--- src/logic/omc_defines.svh ---
// Timing counts, field positions and encodings for the operating-mode controller.
// Assumes a 125 MHz core clock; included by the package and the design modules.
`ifndef OMC_DEFINES_SVH
`define OMC_DEFINES_SVH

`define OMC_CLK_PERIOD_NS 8
`define OMC_RESET_DWELL_NS 400
`define OMC_RESET_DWELL_CYC (`OMC_RESET_DWELL_NS / `OMC_CLK_PERIOD_NS)
`define OMC_SLEEP_ENTRY_CYC_DEF 1024
`define OMC_WAKE_HOLD_CYC_DEF 256
`define OMC_AUTO_RESTART_CYC_DEF 8192
`define OMC_UNLOCK_BIT 1
`define OMC_RUN_EN_BIT 2
`define OMC_SLEEP_BIT 3
`define OMC_MAP1_HI 15
`define OMC_MAP1_LO 14
`define OMC_MAP2_HI 13
`define OMC_MAP2_LO 12
`define OMC_FERR_BIT 27
`define OMC_MAP_OFF 2'h0
`define OMC_MAP_PWM 2'h1
`define OMC_MAP_ON 2'h2
`define OMC_MAP_DIN 2'h3
`define OMC_MAP1_DEF 2'h3
`define OMC_MAP2_DEF 2'h0

`endif

--- src/logic/omc_pkg.sv ---
// Types for the operating-mode controller.
// Assumes omc_defines.svh is on the include path.
`include "omc_defines.svh"
package omc_pkg;
	typedef enum logic [4:0] {
		OMC_SLEEP = 5'h01,
		OMC_PRESLEEP = 5'h02,
		OMC_RESET = 5'h04,
		OMC_LIMP = 5'h08,
		OMC_ACTIVE = 5'h10
	} omc_mode_t;

	// One accepted serial write frame
	typedef struct packed {
		logic unlock;
		logic run_en;
		logic go_to_sleep;
		logic map_wr;
		logic [1:0] map1;
		logic [1:0] map2;
	} omc_frame_t;

	// Channel drive outputs
	typedef struct packed {
		logic ch1;
		logic ch2;
	} omc_drive_t;
endpackage

--- src/logic/omc_hold_timer.sv ---
// Counts how long a condition has held without a break.
// Assumes cond_in is synchronous to clk_in.
`include "omc_defines.svh"
module omc_hold_timer #(
	parameter int unsigned LIMIT = 16
) (
	// Clock and control
	input wire logic clk_in,
	input wire logic rst_n_in,
	input wire logic ce_in,
	// Condition
	input wire logic cond_in,
	output logic done_out
);
	logic [31:0] cnt_reg;
	wire at_limit = (cnt_reg >= LIMIT);

	// Any break in the condition restarts the count
	always_ff @(posedge clk_in or negedge rst_n_in) begin
		if (!rst_n_in) begin
			cnt_reg <= 32'h0;
		end else if (ce_in) begin
			if (!cond_in)
				cnt_reg <= 32'h0;
			else if (!at_limit)
				cnt_reg <= cnt_reg + 32'h1;
		end
	end
	assign done_out = at_limit;
endmodule

--- src/logic/omc_mode_ctrl.sv ---
// Operating-mode controller: sleep, pre-sleep, reset, limp home and active.
// Assumes a serial frame decoder on ref_clk_in supplying one-cycle frame strobes;
// pins chip_select_low and direct input come from outside and are synchronised here.
`include "omc_defines.svh"
module omc_mode_ctrl
	import omc_pkg::*;
#(
	parameter int unsigned SLEEP_ENTRY_CYC = `OMC_SLEEP_ENTRY_CYC_DEF,
	parameter int unsigned WAKE_HOLD_CYC = `OMC_WAKE_HOLD_CYC_DEF,
	parameter int unsigned AUTO_RESTART_CYC = `OMC_AUTO_RESTART_CYC_DEF
) (
	// Clock, reset, enable
	input wire logic ref_clk_in,
	input wire logic nrst_in,
	input wire logic clk_en_in,
	// Pins from the host
	input wire logic chip_select_low_in,
	input wire logic direct_in,
	// Frames from the serial decoder
	input wire logic frame_valid_in,
	input wire omc_frame_t frame_in,
	// Monitors and sources
	input wire logic spi_supply_uv_in,
	input wire logic watchdog_timer_fail_in,
	input wire logic pwm_gen_in,
	input wire logic ferr_event_in,
	// Mode and drive
	output omc_mode_t mode_out,
	output omc_drive_t drive_out,
	output logic logic_supply_on_out,
	output logic spi_active_out,
	output logic regs_default_out,
	output logic functional_error_flag_out,
	output logic [1:0] map1_out,
	output logic [1:0] map2_out
);
	localparam int unsigned RST_DWELL = (`OMC_RESET_DWELL_CYC < 1) ? 1 : `OMC_RESET_DWELL_CYC;

	// ==========================================================
	// Reset release and pin synchronisers
	logic [1:0] rst_sync_reg;
	logic [1:0] csl_sync_reg;
	logic [1:0] din_sync_reg;
	wire rst_n = rst_sync_reg[1];

	always_ff @(posedge ref_clk_in or negedge nrst_in) begin
		if (!nrst_in)
			rst_sync_reg <= 2'h0;
		else
			rst_sync_reg <= {rst_sync_reg[0], 1'b1};
	end

	// Chip select idles high, so resets to inactive level
	always_ff @(posedge ref_clk_in or negedge rst_n) begin
		if (!rst_n) begin
			csl_sync_reg <= 2'h3;
			din_sync_reg <= 2'h0;
		end else if (clk_en_in) begin
			csl_sync_reg <= {csl_sync_reg[0], chip_select_low_in};
			din_sync_reg <= {din_sync_reg[0], direct_in};
		end
	end
	wire csl_s = csl_sync_reg[1];
	wire din_s = din_sync_reg[1];

	// ==========================================================
	// Hold timers
	omc_mode_t mode_reg, mode_next;
	wire in_sleep = (mode_reg == OMC_SLEEP);
	wire in_pre = (mode_reg == OMC_PRESLEEP);
	wire in_rst = (mode_reg == OMC_RESET);
	wire in_limp = (mode_reg == OMC_LIMP);
	wire in_act = (mode_reg == OMC_ACTIVE);
	wire idle_cond = csl_s && !din_s;
	wire wake_cond = din_s || !csl_s;
	wire sleep_done;
	wire wake_done;

	omc_hold_timer #(
		.LIMIT(SLEEP_ENTRY_CYC)
	) u_sleep_timer (
		.clk_in(ref_clk_in),
		.rst_n_in(rst_n),
		.ce_in(clk_en_in),
		.cond_in(idle_cond && in_pre),
		.done_out(sleep_done)
	);

	omc_hold_timer #(
		.LIMIT(WAKE_HOLD_CYC)
	) u_wake_timer (
		.clk_in(ref_clk_in),
		.rst_n_in(rst_n),
		.ce_in(clk_en_in),
		.cond_in(wake_cond && in_sleep),
		.done_out(wake_done)
	);

	// ==========================================================
	// Frame decode
	logic unlock_reg;
	// Only frames while the serial port is active count
	wire frame_ok = frame_valid_in && (in_pre || in_limp || in_act);
	wire cmd_sleep = frame_in.go_to_sleep && !frame_in.run_en;
	wire cmd_run = frame_in.run_en && !frame_in.go_to_sleep;
	wire cmd_both0 = !frame_in.run_en && !frame_in.go_to_sleep;
	wire cmd_both1 = frame_in.run_en && frame_in.go_to_sleep;
	wire unlocked_frame = frame_ok && unlock_reg;

	// Unlock armed by a frame, consumed or dropped by the next one
	always_ff @(posedge ref_clk_in or negedge rst_n) begin
		if (!rst_n)
			unlock_reg <= 1'b0;
		else if (clk_en_in) begin
			if (in_rst || in_sleep)
				unlock_reg <= 1'b0;
			else if (frame_ok)
				unlock_reg <= frame_in.unlock;
		end
	end

	// ==========================================================
	// Mode state machine
	logic [8:0] dwell_reg;

	always_comb begin
		mode_next = mode_reg;
		case (mode_reg)
			OMC_SLEEP: begin
				if (wake_done)
					mode_next = OMC_RESET;
			end
			OMC_PRESLEEP: begin
				if (sleep_done)
					mode_next = OMC_SLEEP;
			end
			OMC_RESET: begin
				if (dwell_reg >= 9'(RST_DWELL - 1))
					mode_next = OMC_LIMP;
			end
			OMC_LIMP: begin
				if (unlocked_frame && cmd_sleep)
					mode_next = OMC_PRESLEEP;
				else if (unlocked_frame && cmd_run)
					mode_next = OMC_ACTIVE;
			end
			OMC_ACTIVE: begin
				if (spi_supply_uv_in || watchdog_timer_fail_in)
					mode_next = OMC_RESET;
				else if (frame_ok && cmd_both0)
					mode_next = OMC_RESET;
				else if (unlocked_frame && cmd_both1)
					mode_next = OMC_RESET;
				else if (unlocked_frame && cmd_sleep)
					mode_next = OMC_PRESLEEP;
			end
			default: mode_next = OMC_RESET;
		endcase
	end

	always_ff @(posedge ref_clk_in or negedge rst_n) begin
		if (!rst_n)
			mode_reg <= OMC_SLEEP;
		else if (clk_en_in)
			mode_reg <= mode_next;
	end

	// Reset dwell counter
	always_ff @(posedge ref_clk_in or negedge rst_n) begin
		if (!rst_n)
			dwell_reg <= 9'h0;
		else if (clk_en_in)
			dwell_reg <= in_rst ? dwell_reg + 9'h1 : 9'h0;
	end

	// ==========================================================
	// Mapping fields
	logic [1:0] map1_reg;
	logic [1:0] map2_reg;

	// Writes in limp home are accepted and dropped
	always_ff @(posedge ref_clk_in or negedge rst_n) begin
		if (!rst_n) begin
			map1_reg <= `OMC_MAP1_DEF;
			map2_reg <= `OMC_MAP2_DEF;
		end else if (clk_en_in) begin
			if (in_rst || in_sleep) begin
				map1_reg <= `OMC_MAP1_DEF;
				map2_reg <= `OMC_MAP2_DEF;
			end else if (frame_ok && frame_in.map_wr && !in_limp) begin
				map1_reg <= frame_in.map1;
				map2_reg <= frame_in.map2;
			end
		end
	end

	function automatic logic map_drive(input logic [1:0] m, input logic pwm, input logic din);
		case (m)
			`OMC_MAP_OFF: map_drive = 1'b0;
			`OMC_MAP_PWM: map_drive = pwm;
			`OMC_MAP_ON: map_drive = 1'b1;
			default: map_drive = din;
		endcase
	endfunction

	// ==========================================================
	// Functional error flag and auto restart
	logic ferr_reg;
	logic [31:0] restart_reg;
	wire restart_tick = in_limp && (restart_reg >= AUTO_RESTART_CYC - 1);

	always_ff @(posedge ref_clk_in or negedge rst_n) begin
		if (!rst_n)
			restart_reg <= 32'h0;
		else if (clk_en_in)
			restart_reg <= (!in_limp || restart_tick) ? 32'h0 : restart_reg + 32'h1;
	end

	// A new event in the tick cycle wins over the clear
	always_ff @(posedge ref_clk_in or negedge rst_n) begin
		if (!rst_n)
			ferr_reg <= 1'b0;
		else if (clk_en_in) begin
			if (ferr_event_in && !in_rst && !in_sleep)
				ferr_reg <= 1'b1;
			else if (restart_tick || in_rst || in_sleep)
				ferr_reg <= 1'b0;
		end
	end

	// ==========================================================
	// Registered outputs
	wire drv1 = in_act ? map_drive(map1_reg, pwm_gen_in, din_s) : (in_limp && din_s);
	wire drv2 = in_act ? map_drive(map2_reg, pwm_gen_in, din_s) : 1'b0;

	always_ff @(posedge ref_clk_in or negedge rst_n) begin
		if (!rst_n) begin
			mode_out <= OMC_SLEEP;
			drive_out <= '0;
			logic_supply_on_out <= 1'b0;
			spi_active_out <= 1'b0;
			regs_default_out <= 1'b0;
			functional_error_flag_out <= 1'b0;
			map1_out <= `OMC_MAP1_DEF;
			map2_out <= `OMC_MAP2_DEF;
		end else if (clk_en_in) begin
			mode_out <= mode_reg;
			drive_out <= '{ch1: drv1, ch2: drv2};
			logic_supply_on_out <= !in_sleep;
			spi_active_out <= in_pre || in_limp || in_act;
			regs_default_out <= in_rst;
			functional_error_flag_out <= ferr_reg;
			map1_out <= map1_reg;
			map2_out <= map2_reg;
		end
	end
endmodule

--- config.mk ---
export PLATFORM = sky130hd
export DESIGN_NAME = omc_mode_ctrl
export DESIGN_NICKNAME = d
export VERILOG_FILES = /design/src/logic/omc_pkg.sv /design/src/logic/omc_hold_timer.sv /design/src/logic/omc_mode_ctrl.sv
export VERILOG_INCLUDE_DIRS = /design/src /design/src/logic
export SDC_FILE = /design/constraint.sdc
export NUM_CORES = 1
export LEC_CHECK = 0
export BUFFER_PORTS_ARGS = -buffer_cell sky130_fd_sc_hd__buf_4
export CAP_MARGIN = 10
export CELL_PAD_IN_SITES_DETAIL_PLACEMENT = 0
export CELL_PAD_IN_SITES_GLOBAL_PLACEMENT = 1
export CORE_MARGIN = 2
export CORE_UTILIZATION = 45
export DETAILED_ROUTE_END_ITERATION = 6
export PLACE_DENSITY_LB_ADDON = 0.05
export SKIP_LAST_GASP = 1
export SLEW_MARGIN = 20
export SYNTH_ARGS = -nofsm -noshare
export SYNTH_HDL_FRONTEND = slang
export SYNTH_SLANG_ARGS = --single-unit
--- constraint.sdc ---
create_clock -name ref_clk_in -period 5.4 [get_ports ref_clk_in]
set_input_delay 0 -clock ref_clk_in [delete_from_list [all_inputs] [get_ports ref_clk_in]]
set_output_delay 0 -clock ref_clk_in [all_outputs]
set_load 0.03 [all_outputs]
==> metrics.log, run 1 <==
INFO  metric final_cells = 865
INFO  metric postPlaceCellArea = 0.00679 mm2
INFO  metric final_cycle_share = 44.8%
INFO  metric route.detailed.vias_per_inst = 5.59
INFO  metric cts_inserted_buffers = 17
INFO  metric grt_pass1_vias = 4720
INFO  metric post_synth_inst_count = 627
INFO  metric detail_route.first_pass.iterations = 6
INFO  metric grt_util_all_layers = 20.0%
INFO  metric nFillCells = 1256
INFO  metric fin_nets = 697
INFO  metric syn_area_per_cell = 10.2 um2
INFO  metric die_area = 0.0151 mm2
INFO  metric final-hold-violation-count = 0
INFO  metric synth.lib_cells_used.distinct = 59
INFO  metric worst_setup_path_end_kind = register
INFO  metric timing.fmax = 0.413 GHz
INFO  metric status = finished clean
INFO  metric layout-drive-gt1-share = 16.5%
INFO  metric max_cap_viol_count = 0
INFO  metric globalplace.congestion = 0.776
INFO  metric clk-insertion-delay-late = 0.42 ns
INFO  metric postLayoutCellArea = 0.00749 mm2
INFO  metric dpl.hpwl = 9.18 mm
INFO  metric post-cts-setup-buffers = 0
INFO  metric chipWidth = 123 um
INFO  metric rsz_0062_raised_after_global_routing = no
INFO  metric areaGrowthSynthToFinish = 17.4%
INFO  metric rr_endpoint = u_sleep_timer.cnt_reg[17]
INFO  metric worstHoldPathType = in -> reg
INFO  metric finalCoreUtilization = 54.0%
INFO  metric async_flop_share = 100%
INFO  metric min_delay_worst_endpoint = drive_out[0]
INFO  metric grt_overflow_total = 0
INFO  metric post_cts_resize_count = 0
INFO  metric route.antenna.remaining_nets = 0
INFO  metric detail_route.iter0.violations = 319
INFO  metric finalSetupViolations = 0
INFO  metric path_max_fanout = 27
INFO  metric route.detailed.drc = 0
INFO  metric core_region_area = 0.0139 mm2
INFO  metric regToRegSetupSlack = 2.98 ns
INFO  metric pin_count_of_the_biggest_net_entering_global_routing = 77
INFO  metric tritoncts_clock_tree = done
INFO  metric worst-endpoint-arrival = 2.73 ns
INFO  metric final_max_slew_viol_count = 0
INFO  metric num_vias = 4832
INFO  metric power.leakage = 3.29 nW
INFO  metric vert_die_dim = 123 um
INFO  metric vdd_ir_drop_max = 0.243 mV
INFO  metric totalNegativeSetupSlack = 0 ns
INFO  metric reg2regPathDepth = 6
INFO  metric start_kind = register
INFO  metric antenna_cells = 0
INFO  metric worst_slew_pin_slew = 0.939 ns
INFO  metric initial_utilization = 46.0%
INFO  metric grt_first_pass_wirelength = 23.7 mm
INFO  metric timing.setup.critical_path_class = reg -> reg
INFO  metric hold-path-cell-count = 4
INFO  metric finClkSkew = 0.00693 ns
INFO  metric power_density = 385 mW/mm2
INFO  metric cts_buffer_depth = 2
INFO  metric worstReg2RegStart = mode_reg[1]
INFO  metric crit_required = 5.71 ns
INFO  metric avgRoutedWirePerCell = 16.2 um
INFO  metric clkTransAtPathRegs = 0.06 ns
INFO  metric placed_cell_count = 823
INFO  metric synth_seq_cells = 137
INFO  metric synth_edf_count = 0
INFO  metric drt-total-wl = 14.0 mm
INFO  metric portBuffers = 32
INFO  metric post_synth_instance_area = 0.00638 mm2
INFO  metric clock_sink_count = 137
INFO  metric num_rows = 43
INFO  metric startpoint_of_the_tightest_hold_check_path = pwm_gen_in
INFO  metric final.min_clock_period = 2.42 ns
INFO  metric final-seq-area = 0.00344 mm2
INFO  metric synthesized_net_count = 652
INFO  metric clock_tree.htree_level_count = 4
INFO  metric multi_input_area = 0.00276 mm2
INFO  metric cts-root-buf = sky130_fd_sc_hd__clkbuf_16
INFO  metric max-slew-margin-rel = 37.4%
INFO  metric yosysSeqAreaShare = 53.9%
INFO  metric yosys_warnings = 0
INFO  metric top_level_ports = 33
INFO  metric postSynth.topFlopCell = sky130_fd_sc_hd__dfrtp_1
INFO  metric antenna_found_initial = 0
[power by group]
| part | internal [mW] | switching [mW] | total (mW) |
|---|---|---|---|
| Sequential | 1.12 | 0.0819 | 1.20 |
| Combinational | 0.199 | 0.290 | 0.489 |
| Clock | 0.750 | 0.444 | 1.19 |
[layer usage]
| layer | part of all wire (%) | track usage [%] |
|---|---|---|
| met1 | 49 | 28.4 |
| met4 | 1.3 | 6.18 |
| met3 | 3.4 | 4.38 |
| met2 | 46 | 30.8 |
| met5 | 0 | 0 |
[synthesized netlist by cell type, types with 6 or more instances]
| cell type | instances | area, um2 |
|---|---|---|
| sky130_fd_sc_hd__nand2_1 | 34 | 128 |
| sky130_fd_sc_hd__o21ai_0 | 25 | 125 |
| sky130_fd_sc_hd__o21a_1 | 11 | 82.6 |
| sky130_fd_sc_hd__xor2_1 | 8 | 70.1 |
| sky130_fd_sc_hd__mux2i_1 | 6 | 60.1 |
| sky130_fd_sc_hd__nor2b_1 | 27 | 169 |
| sky130_fd_sc_hd__or3_1 | 8 | 50.1 |
| sky130_fd_sc_hd__mux2_2 | 22 | 248 |
| sky130_fd_sc_hd__a21oi_1 | 29 | 145 |
| sky130_fd_sc_hd__dfrtp_1 | 129 | 3230 |
| sky130_fd_sc_hd__inv_1 | 24 | 90.1 |
| sky130_fd_sc_hd__nor2_1 | 76 | 285 |
| sky130_fd_sc_hd__a31oi_1 | 13 | 81.3 |
| sky130_fd_sc_hd__clkbuf_1 | 13 | 48.8 |
| sky130_fd_sc_hd__xnor2_1 | 7 | 61.3 |
| sky130_fd_sc_hd__nand3_1 | 30 | 150 |
| sky130_fd_sc_hd__nor3_1 | 13 | 65.1 |
| sky130_fd_sc_hd__and3_1 | 19 | 119 |
| sky130_fd_sc_hd__ha_1 | 7 | 87.6 |
| sky130_fd_sc_hd__nand4_1 | 23 | 144 |
| sky130_fd_sc_hd__dfstp_2 | 8 | 210 |
| sky130_fd_sc_hd__and4_1 | 8 | 70.1 |
| sky130_fd_sc_hd__nor4_1 | 21 | 131 |
[critical path, stage by stage, from the launching register on]
cell	delay, ns
sky130_fd_sc_hd__dfrtp_1	0.50
sky130_fd_sc_hd__nor3b_1	0.44
sky130_fd_sc_hd__a31oi_2	0.13
sky130_fd_sc_hd__buf_4	0.24
sky130_fd_sc_hd__a21oi_1	0.64
sky130_fd_sc_hd__nor4_1	0.15
sky130_fd_sc_hd__o21a_1	0.20
[cell families (layout without fill, tap and decap cells)]
group / Yosys count / count (layout) / share of synthesized area, %
other: 1 / 1 / 0.0588
adder cells (fa/ha/maj): 7 / 7 / 1.37
multiplexers: 28 / 28 / 4.82
buffers and inverters: 44 / 102 / 2.88
flip-flops: 137 / 137 / 53.9
XOR/XNOR: 15 / 15 / 2.06
AND/OR/NAND/NOR: 280 / 280 / 23.1
AO/OA/AOI/OAI: 115 / 115 / 11.8
[cells in the final DEF, fill, tap and decap left out, types with 4 or more instances in the layout]
cell                            instances
sky130_fd_sc_hd__and4_1                 8
sky130_fd_sc_hd__mux2_2                22
sky130_fd_sc_hd__o31ai_1                4
sky130_fd_sc_hd__nor3_1                13
sky130_fd_sc_hd__buf_4                 36
sky130_fd_sc_hd__mux2i_1                6
sky130_fd_sc_hd__clkbuf_16             17
sky130_fd_sc_hd__or3_1                  8
sky130_fd_sc_hd__nor4_1                21
sky130_fd_sc_hd__nor2b_1               27
sky130_fd_sc_hd__xnor2_1                7
sky130_fd_sc_hd__nor2_1                76
sky130_fd_sc_hd__a41oi_1                4
sky130_fd_sc_hd__nand3_1               30
sky130_fd_sc_hd__ha_1                   7
sky130_fd_sc_hd__dlygate4sd3_1         10
sky130_fd_sc_hd__o21a_1                11
sky130_fd_sc_hd__dfrtp_1              128
sky130_fd_sc_hd__inv_1                 24
sky130_fd_sc_hd__dfstp_2                8
sky130_fd_sc_hd__a31oi_1               13
sky130_fd_sc_hd__xor2_1                 8
sky130_fd_sc_hd__nand2_1               34
sky130_fd_sc_hd__and3_1                19
sky130_fd_sc_hd__o21ai_0               25
sky130_fd_sc_hd__a31o_2                 5
sky130_fd_sc_hd__nand4_1               23
sky130_fd_sc_hd__a21oi_1               29
[through the flow]
stage	power [mW]	setup WS (ns)	hold slack [ns]
after floorplan	1.56	1.31	-0.296
after global placement	1.70	3.11	-0.217
after detailed placement	1.71	3.02	-0.215
after CTS	2.91	3.02	0.0290
after global routing	3.02	2.76	0.0561
final	2.89	2.98	0.0326
[repair_timing]
action / CTS / global route
endpoints found under the hold margin: 10 / 0
endpoints found under the setup margin: 0 / 0
hold buffers: 10 / 0
[worst max path at each step]
stage / start / endpoint / slack [ns] / cells past startpoint
global placement: clk_en_in / u_sleep_timer.cnt_reg[5] / 3.11 / 7
detailed placement: mode_reg[1] / u_sleep_timer.cnt_reg[17] / 3.02 / 6
CTS: mode_reg[1] / u_sleep_timer.cnt_reg[17] / 3.02 / 6
finish: mode_reg[1] / u_sleep_timer.cnt_reg[17] / 2.98 / 6
floorplan: rst_sync_reg[1] / din_sync_reg[0] / 1.31 / 0
global route: mode_reg[1] / u_sleep_timer.cnt_reg[17] / 2.76 / 6
[cell type report]
class	instances	area share, %
sequential	137	45.9
inverter	24	1.20
tap	180	3.01
multi-input combinational	446	36.8
clock buffer	21	6.15
timing repair buffer	46	4.94
clock inverter	11	1.94
Power figures use the tool's default switching activity.
==> run 2: changes to the inputs <==
--- a/config.mk
+++ b/config.mk
@@ -11,7 +11,7 @@
 export CELL_PAD_IN_SITES_DETAIL_PLACEMENT = 0
 export CELL_PAD_IN_SITES_GLOBAL_PLACEMENT = 1
 export CORE_MARGIN = 2
-export CORE_UTILIZATION = 45
+export CORE_UTILIZATION = 44
 export DETAILED_ROUTE_END_ITERATION = 6
 export PLACE_DENSITY_LB_ADDON = 0.05
 export SKIP_LAST_GASP = 1
==> constraint.sdc (replaced) <==
create_clock -name ref_clk_in -period 2.05 [get_ports ref_clk_in]
set_input_delay 0 -clock ref_clk_in [delete_from_list [all_inputs] [get_ports ref_clk_in]]
set_output_delay 0 -clock ref_clk_in [all_outputs]
set_load 0.03 [all_outputs]
==> metrics.log, run 2 (synthesized netlist as in run 1, its figures left out) <==
INFO  metric status = finished clean (unchanged)
INFO  metric antenna_found_initial = 0 (unchanged)
INFO  metric critPathBufInv = 1 (unchanged)
INFO  metric max_cap_viol_count = 0 (unchanged)
INFO  metric grt_pass1_vias = 5009 (was 4720)
INFO  metric vert_die_dim = 124 um (was 123 um)
INFO  metric final.min_clock_period = 2.04 ns (was 2.42 ns)
INFO  metric crit_required = 2.40 ns (was 5.71 ns)
INFO  metric postPlaceCellArea = 0.00716 mm2 (was 0.00679 mm2)
INFO  metric initial_utilization = 44.4% (was 46.0%)
INFO  metric family_of_cells_with_the_greatest_summed_delay_on_the_critical_path = simple AND/OR/NAND/NOR gates (was compound AO/OA/AOI/OAI gates)
INFO  metric fin_nets = 747 (was 697)
INFO  metric final_cycle_share = 99.6% (was 44.8%)
INFO  metric avgRoutedWirePerCell = 16.3 um (was 16.2 um)
INFO  metric grt_util_all_layers = 19.9% (was 20.0%)
INFO  metric tritoncts_clock_tree = done (unchanged)
INFO  metric finalSetupViolations = 0 (unchanged)
INFO  metric core_region_area = 0.0144 mm2 (was 0.0139 mm2)
INFO  metric start_kind = register (unchanged)
INFO  metric final_max_slew_viol_count = 0 (unchanged)
INFO  metric finClkSkew = 0.00864 ns (was 0.00693 ns)
INFO  metric timing.fmax = 0.490 GHz (was 0.413 GHz)
INFO  metric cts_inserted_buffers = 17 (unchanged)
INFO  metric worst-endpoint-arrival = 2.40 ns (was 2.73 ns)
INFO  metric postLayoutCellArea = 0.00809 mm2 (was 0.00749 mm2)
INFO  metric portBuffers = 32 (unchanged)
INFO  metric power.leakage = 3.60 nW (was 3.29 nW)
INFO  metric clk-insertion-delay-late = 0.43 ns (was 0.42 ns)
INFO  metric layout-drive-gt1-share = 25.0% (was 16.5%)
INFO  metric cpMaxStageDelayCell = sky130_fd_sc_hd__or3_1 (was sky130_fd_sc_hd__a21oi_1)
INFO  metric chipWidth = 124 um (was 123 um)
INFO  metric layout_common_cells = 126 x sky130_fd_sc_hd__dfrtp_1, 81 x sky130_fd_sc_hd__buf_4, 75 x sky130_fd_sc_hd__nor2_1, 34 x sky130_fd_sc_hd__nand2_1, 30 x sky130_fd_sc_hd__nand3_1 (was 128 x sky130_fd_sc_hd__dfrtp_1, 76 x sky130_fd_sc_hd__nor2_1, 36 x sky130_fd_sc_hd__buf_4, 34 x sky130_fd_sc_hd__nand2_1, 30 x sky130_fd_sc_hd__nand3_1)
INFO  metric vdd_ir_drop_max = 0.808 mV (was 0.243 mV)
INFO  metric cpPeakStageDelay = 0.44 ns (was 0.64 ns)
INFO  metric cts-root-buf = sky130_fd_sc_hd__clkbuf_16 (unchanged)
INFO  metric num_vias = 5051 (was 4832)
INFO  metric antenna_cells = 0 (unchanged)
INFO  metric detail_route.iter0.violations = 274 (was 319)
INFO  metric detail_route.first_pass.iterations = 4 (was 6)
INFO  metric drt-total-wl = 15.0 mm (was 14.0 mm)
INFO  metric final-hold-violation-count = 0 (unchanged)
INFO  metric timing.setup.critical_path_class = reg -> reg (unchanged)
INFO  metric max-slew-margin-rel = 61.9% (was 37.4%)
INFO  metric critical_path.cell_chain = nor4_4 > buf_4 > and4_4 > nand4_1 > or3_1 > a21oi_2 (was nor3b_1 > a31oi_2 > buf_4 > a21oi_1 > nor4_1 > o21a_1)
INFO  metric cts_buffer_depth = 2 (unchanged)
INFO  metric path_max_fanout = 7 (was 27)
INFO  metric route.detailed.vias_per_inst = 5.50 (was 5.59)
INFO  metric pin_count_of_the_biggest_net_entering_global_routing = 43 (was 77)
INFO  metric finalCoreUtilization = 56.3% (was 54.0%)
INFO  metric rsz_0062_raised_after_global_routing = yes (was no)
INFO  metric globalplace.congestion = 0.790 (was 0.776)
INFO  metric top_level_ports = 33 (unchanged)
INFO  metric route.detailed.drc = 0 (unchanged)
INFO  metric clkTransAtPathRegs = 0.06 ns (about the same)
INFO  metric grt_overflow_total = 0 (unchanged)
INFO  metric worst_slew_pin_slew = 0.571 ns (was 0.939 ns)
INFO  metric clock_sink_count = 137 (unchanged)
INFO  metric die_area = 0.0155 mm2 (was 0.0151 mm2)
INFO  metric grt_first_pass_wirelength = 25.0 mm (was 23.7 mm)
INFO  metric clock_tree.htree_level_count = 4 (unchanged)
INFO  metric power_density = 987 mW/mm2 (was 385 mW/mm2)
INFO  metric num_rows = 44 (was 43)
INFO  metric route.antenna.remaining_nets = 0 (unchanged)
INFO  metric totalNegativeSetupSlack = 0 ns (unchanged)
INFO  metric final_common_cell = sky130_fd_sc_hd__dfrtp_1 (unchanged)
INFO  metric worst_setup_path_end_kind = register (unchanged)
INFO  metric worstHoldPathType = in -> reg (unchanged)
INFO  metric areaGrowthSynthToFinish = 26.8% (was 17.4%)
INFO  metric dpl.hpwl = 10.0 mm (was 9.18 mm)
-- run 2: cell types whose count changed in the layout (fill, tap and decap cells not counted), moves of 4 or more --
cell,delta
sky130_fd_sc_hd__buf_12,+4
sky130_fd_sc_hd__buf_4,+45
sky130_fd_sc_hd__nor4_1,-8
sky130_fd_sc_hd__clkinv_4,+4
sky130_fd_sc_hd__nor4_2,+6
-- run 2: final timing paths --
path | startpoint | to | slack [ns] | depth (start not counted)
worst max-delay path | u_sleep_timer.cnt_reg[30] | u_sleep_timer.cnt_reg[6] | 0.008 | 6
worst min-delay path | frame_in[4] | map1_reg[1] | 0.02 | 4
worst max register to register | u_sleep_timer.cnt_reg[30] | u_sleep_timer.cnt_reg[6] | 0.008 | 6
worst min register to register | rst_sync_reg[1] | mode_out[2] | 0.33 | 0
max in group asynchronous | rst_sync_reg[1] | u_wake_timer.cnt_reg[3] | 1.03 | 1
min in group asynchronous | rst_sync_reg[1] | mode_out[2] | 0.33 | 0
-- run 2: layout make-up --
type,count,area [um2]
clock buffers,18,429
clock inverters,14,198
fillers,1244,6280
inverters,24,90.1
multi-input cells,446,2900
flip-flops and latches,137,3440
well taps,184,230
repair buffers,96,798
-- run 2: routing by layer --
metal | vias up | part of all wire (%) | track usage (%)
met3 | 13 | 3.0 | 4.81
li1 | 2475 | - | -
met2 | 66 | 47 | 31.0
met1 | 2497 | 48 | 27.5
met5 | - | 0 | 0
met4 | 0 | 1.2 | 6.35
-- run 2: through the flow --
| step | power (mW) | cells | hold slack, ns | worst slack (ns) |
|---|---|---|---|---|
| after floorplan | 4.10 | 627 | -0.296 | 0.132 |
| after global placement | 4.69 | 869 | -0.217 | -0.139 |
| after detailed placement | 4.71 | 869 | -0.216 | -0.105 |
| after CTS | 8.03 | 912 | 0.0386 | 0.00441 |
| after global routing | 8.36 | 919 | 0.0475 | -0.0917 |
| final | 7.99 | 919 | 0.0215 | 0.00832 |
-- run 2: report_power, final --
part	leakage [nW]	internal (mW)	switching, mW
clock network	0.300	2.04	1.20
logic	1.46	0.719	0.863
registers	1.84	2.96	0.201
total	3.60	5.72	2.27
-- run 2: tightest hold or removal path: stages --
cell	delay, ns
sky130_fd_sc_hd__buf_4	0.08
sky130_fd_sc_hd__and3_1	0.15
sky130_fd_sc_hd__o21ai_2	0.08
sky130_fd_sc_hd__mux2i_1	0.12
-- run 2: repair_timing --
item,4_1_cts,5_1_grt
resized for setup,9,18
setup buffers,0,7
endpoints found under the setup margin,46,48
endpoints found under the hold margin,14,0
hold buffers,11,0
pin swaps,2,8
